**config.mk**
```make
export PLATFORM = sky130hd
export DESIGN_NAME = drs_dma_core
export DESIGN_NICKNAME = d
export VERILOG_FILES = /design/src/design/drs_dma_core.v
export VERILOG_INCLUDE_DIRS = /design/src /design/src/shared
export SDC_FILE = /design/constraint.sdc
export NUM_CORES = 2
export LEC_CHECK = 0
export ABC_CLOCK_PERIOD_IN_PS = 3680
export BUFFER_PORTS_ARGS = -buffer_cell sky130_fd_sc_hd__buf_2
export CELL_PAD_IN_SITES_DETAIL_PLACEMENT = 1
export CELL_PAD_IN_SITES_GLOBAL_PLACEMENT = 2
export CORE_MARGIN = 5
export CORE_UTILIZATION = 30
export CTS_CLUSTER_SIZE = 30
export DETAILED_ROUTE_END_ITERATION = 8
export GPL_ROUTABILITY_DRIVEN = 1
export MAX_ROUTING_LAYER = met4
export PLACE_DENSITY = 0.68
export SETUP_SLACK_MARGIN = 0.3
export SLEW_MARGIN = 20
export SYNTH_ARGS = -nofsm -noshare
export SYNTH_HDL_FRONTEND = slang
export SYNTH_SLANG_ARGS = --single-unit
```
**constraint.sdc**
```tcl
create_clock -name ref_clk -period 3.68 [get_ports ref_clk]
set_clock_uncertainty 0.2 [all_clocks]
set_input_delay 0.184 -clock ref_clk [delete_from_list [all_inputs] [get_ports ref_clk]]
set_output_delay 0.184 -clock ref_clk [all_outputs]
set_load 0.005 [all_outputs]
```
**src/shared/drs_defines.vh**
```
// Constants for the four-channel DMA request-select and transfer engine.
// Assumes a byte-addressed Avalon-MM slave with 32-bit data words.
`ifndef DRS_DEFINES_VH
`define DRS_DEFINES_VH

// Per-channel register offsets inside a 16-byte channel slot
`define DRS_OFS_SRC 4'h0
`define DRS_OFS_DST 4'h4
`define DRS_OFS_CNT 4'h8
`define DRS_OFS_CTRL 4'hc
// Global registers
`define DRS_OFS_OPER 7'h40
`define DRS_OFS_STAT 7'h44

// Control register fields
`define DRS_CTRL_EN 0
`define DRS_CTRL_TE 1
`define DRS_CTRL_RS_LO 2
`define DRS_CTRL_RS_HI 6
`define DRS_CTRL_BURST 7
`define DRS_CTRL_IND 8
`define DRS_CTRL_SZ_LO 9
`define DRS_CTRL_SZ_HI 10
`define DRS_CTRL_INCS 11
`define DRS_CTRL_INCD 12

// Operation register fields
`define DRS_OPER_ME 0
`define DRS_OPER_NMI 1
`define DRS_OPER_AE 2

// Request select codes
`define DRS_RS_AUTO 5'h00
`define DRS_RS_TMR_FIRST 5'h11
`define DRS_RS_TMR_LAST 5'h1c
`define DRS_TMR_REQS 12

// Transfer sizes
`define DRS_SZ_BYTE 2'h0
`define DRS_SZ_HALF 2'h1
`define DRS_SZ_WORD 2'h2

`define DRS_CNT_W 24
`define DRS_INDIRECT_CH 2'h3

`endif

```
**src/design/drs_dma_core.v**
```verilog
// Four-channel DMA engine: timer request select, fixed priority,
// direct and indirect dual-address transfers, Avalon-MM registers.
// Assumes requests, bus grant and memory ready share ref_clk.
`include "drs_defines.vh"
`default_nettype none

module drs_dma_core (
  // Clock and reset
  input wire ref_clk,
  input wire rstn,
  // Avalon-MM register slave
  input wire [6:0] avs_address,
  input wire avs_read,
  input wire avs_write,
  input wire [31:0] avs_writedata,
  output reg [31:0] avs_readdata,
  output reg avs_waitrequest,
  // Timer triggers: captures t0 A-D, compares t6 A-D, t7 A-D
  input wire [11:0] timerReq,
  // Abort events
  input wire nmiEvent,
  input wire addrErrEvent,
  // System bus master
  output reg busReq,
  input wire busGrant,
  input wire busNarrow,
  output reg [31:0] memAddr,
  output reg memRead,
  output reg memWrite,
  output reg [31:0] memWdata,
  input wire [31:0] memRdata,
  input wire memReady
);

  localparam S_IDLE = 6'b000001;
  localparam S_REQ = 6'b000010;
  localparam S_PTR = 6'b000100;
  localparam S_NOP = 6'b001000;
  localparam S_RD = 6'b010000;
  localparam S_WR = 6'b100000;

  ////////////////////////////////////////////////////////////////////////
  // Shared state
  reg [5:0] state_r;
  reg [1:0] curCh_r;
  reg half_r;
  reg [31:0] ptr_r;
  reg [31:0] buf_r;
  reg masterEn_r;
  reg nmiFlag_r;
  reg aeFlag_r;
  reg [31:0] rdMux;
  wire busWr = avs_write && !avs_waitrequest;
  wire unitDone;
  wire [127:0] srcV;
  wire [127:0] dstV;
  wire [4*`DRS_CNT_W-1:0] cntV;
  wire [127:0] ctrlV;
  wire [3:0] chOk;
  wire [3:0] chReady;
  wire [3:0] chBurst;
  wire [3:0] chInd;
  wire [7:0] chSize;
  wire [3:0] chLast;

  ////////////////////////////////////////////////////////////////////////
  // Per-channel registers, trigger decode and pending requests
  genvar i;
  generate
    for (i = 0; i < 4; i = i + 1) begin : gCh
      // Channel number at register width, so compares stay two bits
      localparam [1:0] CH = i;
      reg [31:0] src_r;
      reg [31:0] dst_r;
      reg [`DRS_CNT_W-1:0] cnt_r;
      reg en_r;
      reg te_r;
      reg [4:0] rs_r;
      reg burst_r;
      reg ind_r;
      reg [1:0] size_r;
      reg incS_r;
      reg incD_r;
      reg pend_r;
      wire hit = busWr && !avs_address[6] &&
        avs_address[5:4] == CH;
      wire [4:0] tIdx = rs_r - `DRS_RS_TMR_FIRST;
      wire inTmr = rs_r >= `DRS_RS_TMR_FIRST &&
        rs_r <= `DRS_RS_TMR_LAST;
      wire trig = inTmr && timerReq[tIdx[3:0]];
      wire here = unitDone && curCh_r == CH;
      wire [31:0] step = (ind_r && i == 3) ? 32'h4 :
        {29'h0, size_r == `DRS_SZ_WORD, size_r == `DRS_SZ_HALF,
        size_r == `DRS_SZ_BYTE};
      wire [31:0] dStep = {29'h0, size_r == `DRS_SZ_WORD,
        size_r == `DRS_SZ_HALF, size_r == `DRS_SZ_BYTE};

      // Software writes, engine address steps and count
      always @(posedge ref_clk) begin
        if (!rstn) begin
          src_r <= 32'h0;
          dst_r <= 32'h0;
          cnt_r <= {`DRS_CNT_W{1'b0}};
          en_r <= 1'b0;
          te_r <= 1'b0;
          rs_r <= 5'h00;
          burst_r <= 1'b0;
          ind_r <= 1'b0;
          size_r <= 2'h0;
          incS_r <= 1'b0;
          incD_r <= 1'b0;
          pend_r <= 1'b0;
        end else begin
          if (hit && avs_address[3:0] == `DRS_OFS_SRC)
            src_r <= avs_writedata;
          else if (here && incS_r)
            src_r <= src_r + step;
          if (hit && avs_address[3:0] == `DRS_OFS_DST)
            dst_r <= avs_writedata;
          else if (here && incD_r)
            dst_r <= dst_r + dStep;
          if (hit && avs_address[3:0] == `DRS_OFS_CNT)
            cnt_r <= avs_writedata[`DRS_CNT_W-1:0];
          else if (here)
            cnt_r <= cnt_r - 1'b1;
          if (hit && avs_address[3:0] == `DRS_OFS_CTRL) begin
            en_r <= avs_writedata[`DRS_CTRL_EN];
            rs_r <= avs_writedata[`DRS_CTRL_RS_HI:`DRS_CTRL_RS_LO];
            burst_r <= avs_writedata[`DRS_CTRL_BURST];
            ind_r <= avs_writedata[`DRS_CTRL_IND] && i == 3;
            size_r <= avs_writedata[`DRS_CTRL_SZ_HI:`DRS_CTRL_SZ_LO];
            incS_r <= avs_writedata[`DRS_CTRL_INCS];
            incD_r <= avs_writedata[`DRS_CTRL_INCD];
          end
          // End flag: a count reaching zero beats a clearing write
          te_r <= (here && cnt_r == 1) | (te_r & !(hit &&
            avs_address[3:0] == `DRS_OFS_CTRL &&
            !avs_writedata[`DRS_CTRL_TE]));
          // A trigger in the finishing cycle stays pending
          pend_r <= trig | (pend_r & !here);
        end
      end

      assign srcV[i*32 +: 32] = src_r;
      assign dstV[i*32 +: 32] = dst_r;
      assign cntV[i*`DRS_CNT_W +: `DRS_CNT_W] = cnt_r;
      assign ctrlV[i*32 +: 32] = {19'h0, incD_r, incS_r, size_r,
        ind_r, burst_r, rs_r, te_r, en_r};
      assign chOk[i] = en_r && masterEn_r && !te_r && !nmiFlag_r &&
        !aeFlag_r && cnt_r != 0;
      assign chReady[i] = chOk[i] &&
        (rs_r == `DRS_RS_AUTO || pend_r);
      assign chBurst[i] = burst_r;
      assign chInd[i] = ind_r;
      assign chSize[i*2 +: 2] = size_r;
      assign chLast[i] = cnt_r == 1;
    end
  endgenerate

  ////////////////////////////////////////////////////////////////////////
  // Fixed priority: lowest numbered ready channel wins
  reg [1:0] winner;
  integer k;
  always @* begin
    winner = 2'h3;
    for (k = 3; k >= 0; k = k - 1)
      if (chReady[k])
        winner = k[1:0];
  end
  wire anyReady = |chReady;

  ////////////////////////////////////////////////////////////////////////
  // Current channel view and access shaping
  wire [31:0] curSrc = srcV[curCh_r*32 +: 32];
  wire [31:0] curDst = dstV[curCh_r*32 +: 32];
  wire curInd = chInd[curCh_r];
  wire curWord = chSize[curCh_r*2 +: 2] == `DRS_SZ_WORD;
  // Pointer is always a word; data only when the size says so
  wire twoHalves = busNarrow &&
    (state_r == S_PTR || curWord);
  wire strobe = memRead || memWrite;
  wire accDone = strobe && memReady;
  wire lastHalf = !twoHalves || half_r;
  assign unitDone = state_r == S_WR && accDone && lastHalf;
  wire [31:0] halfOfs = {30'h0, half_r, 1'b0};
  reg [31:0] accAddr;

  // Address for the access about to start
  always @* begin
    case (state_r)
      S_PTR: accAddr = curSrc + halfOfs;
      S_RD: accAddr = (curInd ? ptr_r : curSrc) + halfOfs;
      S_WR: accAddr = curDst + halfOfs;
      default: accAddr = 32'h0;
    endcase
  end

  // Next unit after a finished one, same channel in burst
  wire keepBus = chBurst[curCh_r] && chOk[curCh_r] &&
    !chLast[curCh_r];

  ////////////////////////////////////////////////////////////////////////
  // Transfer engine; every unit is a read followed by a write
  always @(posedge ref_clk) begin
    if (!rstn) begin
      state_r <= S_IDLE;
      curCh_r <= 2'h0;
      half_r <= 1'b0;
      ptr_r <= 32'h0;
      buf_r <= 32'h0;
      busReq <= 1'b0;
      memAddr <= 32'h0;
      memRead <= 1'b0;
      memWrite <= 1'b0;
      memWdata <= 32'h0;
    end else begin
      case (state_r)
        S_IDLE: begin
          if (anyReady) begin
            busReq <= 1'b1;
            state_r <= S_REQ;
          end
        end
        S_REQ: begin
          // Winner taken at grant, so late higher requests count
          if (!anyReady) begin
            busReq <= 1'b0;
            state_r <= S_IDLE;
          end else if (busGrant) begin
            curCh_r <= winner;
            half_r <= 1'b0;
            state_r <= chInd[winner] ? S_PTR : S_RD;
          end
        end
        S_NOP: state_r <= S_RD;
        S_PTR, S_RD, S_WR: begin
          if (!strobe) begin
            memAddr <= accAddr;
            memRead <= state_r != S_WR;
            memWrite <= state_r == S_WR;
            // Narrow bus sends the high half first
            memWdata <= !twoHalves ? buf_r :
              (half_r ? {16'h0, buf_r[15:0]} :
              {16'h0, buf_r[31:16]});
          end else if (memReady) begin
            memRead <= 1'b0;
            memWrite <= 1'b0;
            if (state_r == S_PTR) begin
              if (!twoHalves)
                ptr_r <= memRdata;
              else if (!half_r)
                ptr_r[31:16] <= memRdata[15:0];
              else
                ptr_r[15:0] <= memRdata[15:0];
            end
            if (state_r == S_RD) begin
              if (!twoHalves)
                buf_r <= memRdata;
              else if (!half_r)
                buf_r[31:16] <= memRdata[15:0];
              else
                buf_r[15:0] <= memRdata[15:0];
            end
            if (!lastHalf)
              half_r <= 1'b1;
            else begin
              half_r <= 1'b0;
              case (state_r)
                S_PTR: state_r <= S_NOP;
                S_RD: state_r <= S_WR;
                default: begin
                  if (keepBus)
                    state_r <= curInd ? S_PTR : S_RD;
                  else begin
                    busReq <= 1'b0;
                    state_r <= S_IDLE;
                  end
                end
              endcase
            end
          end
        end
        default: state_r <= S_IDLE;
      endcase
    end
  end

  ////////////////////////////////////////////////////////////////////////
  // Global enable and abort flags; events win over clearing writes
  wire operHit = busWr && avs_address == `DRS_OFS_OPER;
  always @(posedge ref_clk) begin
    if (!rstn) begin
      masterEn_r <= 1'b0;
      nmiFlag_r <= 1'b0;
      aeFlag_r <= 1'b0;
    end else begin
      if (operHit)
        masterEn_r <= avs_writedata[`DRS_OPER_ME];
      nmiFlag_r <= nmiEvent | (nmiFlag_r &
        !(operHit && !avs_writedata[`DRS_OPER_NMI]));
      aeFlag_r <= addrErrEvent | (aeFlag_r &
        !(operHit && !avs_writedata[`DRS_OPER_AE]));
    end
  end

  ////////////////////////////////////////////////////////////////////////
  // Read data select; unmapped words read zero
  always @* begin
    rdMux = 32'h0;
    if (!avs_address[6]) begin
      case (avs_address[3:0])
        `DRS_OFS_SRC: rdMux = srcV[avs_address[5:4]*32 +: 32];
        `DRS_OFS_DST: rdMux = dstV[avs_address[5:4]*32 +: 32];
        `DRS_OFS_CNT: rdMux = {{(32-`DRS_CNT_W){1'b0}},
          cntV[avs_address[5:4]*`DRS_CNT_W +: `DRS_CNT_W]};
        `DRS_OFS_CTRL: rdMux = ctrlV[avs_address[5:4]*32 +: 32];
        default: rdMux = 32'h0;
      endcase
    end else if (avs_address == `DRS_OFS_OPER)
      rdMux = {29'h0, aeFlag_r, nmiFlag_r, masterEn_r};
    else if (avs_address == `DRS_OFS_STAT)
      rdMux = {23'h0, state_r, curCh_r, state_r != S_IDLE};
  end

  ////////////////////////////////////////////////////////////////////////
  // Avalon slave: one wait cycle, then a single ready cycle
  always @(posedge ref_clk) begin
    if (!rstn) begin
      avs_waitrequest <= 1'b1;
      avs_readdata <= 32'h0;
    end else if ((avs_read || avs_write) && avs_waitrequest) begin
      avs_waitrequest <= 1'b0;
      avs_readdata <= rdMux;
    end else begin
      avs_waitrequest <= 1'b1;
    end
  end

endmodule

`default_nettype wire

```
# After elaboration in Yosys (flattened, before gate mapping)
# Index checks and enable logic that the tools add are counted.
# totals
register_bits,581
wordCells,411
in_bits,92
output_inout_bits,100
# classes
mul,1
n_lt_le_gt_ge,14
mux,86
add_sub_neg,19
n_eq_ne,45
n_reduce_logical,156
n_shift,7
n_bitwise,21
# op_table
operator,n
32-bit 2-to-1 mux,20
128-bit by 8-bit variable part select with 32-bit output,5
32-bit by 3-bit adder with 32-bit output,8
24-bit 2-to-1 mux,8
32-bit one-hot mux with 4 select lines,1
32-bit by 2-bit adder with 32-bit output,3
24-bit by 1-bit equality test with 1-bit output (second input constant),4
32-bit one-hot mux with 3 select lines,1
24-bit nonzero test,4
96-bit by 8-bit variable part select with 24-bit output,1
24-bit by 1-bit subtractor with 24-bit output (second input constant),4
1-bit logical AND,84
16-bit 2-to-1 mux,3
6-bit 2-to-1 mux,6
5-bit AND reduction,6
1-bit 2-to-1 mux,26
2-bit nonzero test,13
2-bit inequality test (second input constant),12
6-bit one-hot mux with 4 select lines,1
1-bit logical NOT,22
5-bit greater-or-equal comparator (second input constant),4
5-bit less-or-equal comparator (second input constant),4
5-bit logical NOT,4
4-bit by 5-bit < comparator with 1-bit output (second input constant),4
40 further kinds,101

# Longest topological paths before layout
# logic_depth
word_depth,15
mapped_depth,18
ltp_nobuf,12

# Worst setup path before layout
# No wires, ideal clock.
# synth_path
path_kind,reg-to-reg
start,register curCh_r[0]
end,register memAddr[21]
path_slack_ps,-178
setup_time_ps,64
path_buffers,7
arrival_time_ps,3594
path_stages_with_launch,19
period_less_slack_ps,3858
required_time_ps,3416
cell_sequence,dfxtp_1 > buf_6 > buf_12 > buf_12 > buf_12 > buf_2 > buf_1 > mux4_2 > nand2_1 > a21oi_1 > a221o_1 > ha_1 > ha_1 > o221ai_1 > nor4_4 > nand4_1 > buf_2 > or4_1 > nand4_1
# synth_via
elab_chain_len,5
word_cells_on_any_way,9
cone_classes,3 x add/sub; 2 x shift; 4 x mux
# synth_rtl
element,line,source
start: declaration,drs_dma_core.v:45,reg [1:0] curCh_r;
start signal: assignment,drs_dma_core.v:230,curCh_r <= winner;
branches (longest 4 deep; another with 32-bit by 2-bit adder with 32-bit output),-,
32-bit one-hot mux with 3 select lines *,drs_dma_core.v:190,case (state_r)
end signal: assignment,drs_dma_core.v:238,memAddr <= accAddr;
end: declaration,drs_dma_core.v:27,"output reg [31:0] memAddr,"
# Every way passes the cells marked *. The select of a mux whose other input is x is not followed.
# A chain may end at the register's enable or synchronous reset.

# Worst setup path after layout
# layout_path
start,register curCh_r[0]
end,register memAddr[29]
# Same word-level chain as after synthesis.

==> impl_metrics.csv <==
group,metric,value,unit
run_status,status,"completed",
sta,fmax,294,MHz
route,drtIter0Drc,3660,
power_and_ir_drop,p_clk_frac,0.527,
setup_path,end_kind,"flip-flop",
route,vias,37200,
clock_network,clk_latency,670,ps
floorplan,die_y,356,um
min_path,hp-class,"in -> reg",
logic_synthesis,synth_area_leaders,"dfxtp_1 32%, a21oi_1 5.9%, mux4_2 5.4%",
global_route,grt_max_degree,143,
setup_path,cp.required,4090,ps
placed_design,globalplace.congestion,0.990,
logic_synthesis,yosysWarnings,0,
setup_path,r2r_slack,280,ps
sta,period_minus_slack,3400,ps
logic_synthesis,syn-instance-count,4432,
floorplan,rows,127,
setup_path,r2r_cells,13,
placed_design,hpwl,139000,um
sta,setup_viol,0,
setup_path,cp-start-kind,"flip-flop",
logic_synthesis,async_flop_share,0,
clock_network,root_buffer,"clkbuf_16",
logic_synthesis,yosys.area.top_type_share,0.323,
final_layout,fin_nets,4918,
floorplan,chipWidth,356,um
power_and_ir_drop,pwr-share-seq,0.410,
sta,tightestPinTransition,1280,ps
route,ant_nets,0,
global_route,grt_pass1_vias,36200,
power_and_ir_drop,swShare,0.258,
route,drc,0,
power_and_ir_drop,p_leak,15.9,nW
logic_synthesis,yosys_most_used_dff,"dfxtp_1",
setup_path,rr_startpoint,"curCh_r[0]",
logic_synthesis,synth_most_common_cell,"dfxtp_1",
final_layout,fin_area,44100,um2
power_and_ir_drop,total_power,15.4,mW
power_and_ir_drop,ir_worst_vdd,0.000299,V
sta,relSlewSlack,0.143,
logic_synthesis,ys_seq_elements,581,
sta,drv_slew,0,
final_layout,synthToLayoutAreaGrowth,22.6,%
logic_synthesis,syn_area,36000,um2
route,first_pass_iters,6,
logic_synthesis,synth-seq-area-share,0.323,
final_layout,finish.utilization,0.369,
setup_path,cp.arrival,3820,ps
min_path,hold_end,"ptr_r[16]",
global_route,track_usage,0.287,
power_and_ir_drop,combPwrFrac,0.063,
logic_synthesis,synth_edf_count,0,
power_and_ir_drop,p_int,11.5,mW
final_layout,fillers,14100,
power_and_ir_drop,p_sw,3.99,mW
setup_path,crit_path_start,"curCh_r[0]",
sta,finalCritPeriodShare,0.925,
route,wl_per_cell,28.4,um
min_path,worstHoldStart,"busNarrow",
route,wl,183000,um
sta,setup-tns-final,0,ps
floorplan,die_area,127000,um2
placed_design,place_area,40200,um2
floorplan,ioPinCount,192,
global_route,antenna_found_initial,15,
setup_path,crit_path_max_fanout,11,
floorplan,start_util,0.301,
setup_path,crit_type,"reg -> reg",
logic_synthesis,synthDistinctLibCells,90,
global_route,grt-ovfl-total,0,
global_route,grt_pass1_wl,263000,um
logic_synthesis,yosysTopAreaCell,"dfxtp_1",
clock_network,htreeDepth,3,
final_layout,drive_gt1_frac,0.181,
clock_network,cts.sinks,581,
setup_path,reg2reg_to,"memAddr[29]",
logic_synthesis,syn_avg_cell_area,8.12,um2
clock_network,clk_pin_slew,60,ps
floorplan,core-area,119000,um2
logic_synthesis,syn_nets,4578,
clock_network,cts_buffer_depth,3,
placed_design,port_buffers,191,
sta,hold_viol,0,
clock_network,cts_tree,"done",
logic_synthesis,synth_common_cells,"581 x dfxtp_1, 476 x nand2_1, 429 x nor2_1",
sta,rsz0062_at_grt,"true",
min_path,min_path_cells,5,
power_and_ir_drop,p_per_area,350,nW/um2
flow_run,cap_viol_max_count,0,
route,viasPerCell,5.77,
clock_network,numCtsBuffers,79,
worst max-delay path by stage:
stage	to	slack [ps]	cells after the start
floorplan	memAddr[21]	150	18
global placement	memAddr[27]	110	8
detailed placement	gCh[3].dst_r[28]	60	8
CTS	gCh[1].dst_r[31]	280	11
global route	memAddr[25]	120	13
finish	memAddr[29]	280	13
flip-flops by register name (all words and copies together), names as in the netlist, 6 cells and up:
| name | count |
|---|---|
| ptr_r | 32 |
| memWdata | 32 |
| gCh.size_r | 8 |
| buf_r | 32 |
| avs_readdata | 32 |
| gCh.src_r | 128 |
| gCh.cnt_r | 96 |
| gCh.dst_r | 128 |
| gCh.rs_r | 20 |
| memAddr | 32 |
| state_r | 6 |
placed cells by master (no fill, tap or decap), types with 21 or more instances in the layout:
cell type / count
dfxtp_1: 577
nand2_1: 466
nor2_1: 426
a21oi_1: 421
buf_4: 327
o21ai_0: 297
a211oi_1: 211
buf_2: 188
xor2_1: 171
nand3_1: 157
xnor2_1: 150
and3_1: 116
mux2i_1: 101
inv_1: 90
mux4_2: 87
nor3_1: 81
clkbuf_16: 81
dlygate4sd3_1: 74
or3_1: 63
nand4_1: 58
a311oi_1: 52
nor4_1: 50
ha_1: 44
and2_1: 28
or4_1: 26
nand2b_1: 25
mux4_1: 25
and4_1: 24
nor2b_1: 21
worst max-delay path: stages, from the launching register on:
cell and delay, ps:
dfxtp_4 390, buf_12 150, mux4_2 400, nand2_1 90, a21oi_1 150, a221o_1 200
ha_4 180, ha_4 140, o221ai_2 100, nor4_4 480, nand4_1 180, buf_6 200
or4_1 400, nand4_1 80
timing repair:
action                                  CTS  global route
hold buffers                             74             0
cloned                                    1             0
pin swaps                                 1             9
endpoints found under the hold margin   484             0
setup buffers                             7            17
gates resized for setup                  15            36
endpoints found under the setup margin   52            92
layer usage:
layer / part of all wire / track usage
met5: 0 / -
met2: 0.44 / 0.440
met3: 0.077 / 0.0479
met1: 0.45 / 0.394
met4: 0.029 / 0.0751
cell type report:
class                      count  area (um2)  area share
sequential                   581       11600       0.264
tap                         1612        2020      0.0458
clock buffer                 110        2310      0.0523
timing repair buffer         615        4630       0.105
clock inverter                30         362     0.00820
multi-input combinational   3403       22700       0.516
antenna                        8        20.0    0.000454
inverter                      92         353     0.00800
power by group through the flow:
stage	registers (mW)	logic (mW)	clock network [mW]
global route	6.33	1.01	8.52
finish	6.33	0.974	8.14
floorplan	6.46	0.427	0
CTS	6.33	0.955	8.28
global placement	6.47	0.888	0
detailed placement	6.47	0.889	0
cell families (layout without fill, tap and decap cells):
group                    Yosys count  count (layout)  synth area share
other                              0               8                 0
AO/OA/AOI/OAI                   1155            1155             0.194
flip-flops                       581             581             0.323
adder cells (fa/ha/maj)           54              54            0.0205
AND/OR/NAND/NOR                 1658            1658             0.229
multiplexers                     215             215             0.102
XOR/XNOR                         321             321            0.0782
buffers and inverters            448             847            0.0535
stage by stage:
stage / hold slack [ps] / instances / setup slack [ps]
3_3_place_gp: 229 / 6204 / 110
2_1_floorplan: 113 / 4432 / 155
4_1_cts: 59.3 / 6426 / 284
3_5_place_dp: 234 / 6204 / 63.6
5_1_grt: 77.4 / 6448 / 119
6_report: 66.9 / 6451 / 277
(Power assumes the default switching activity.)
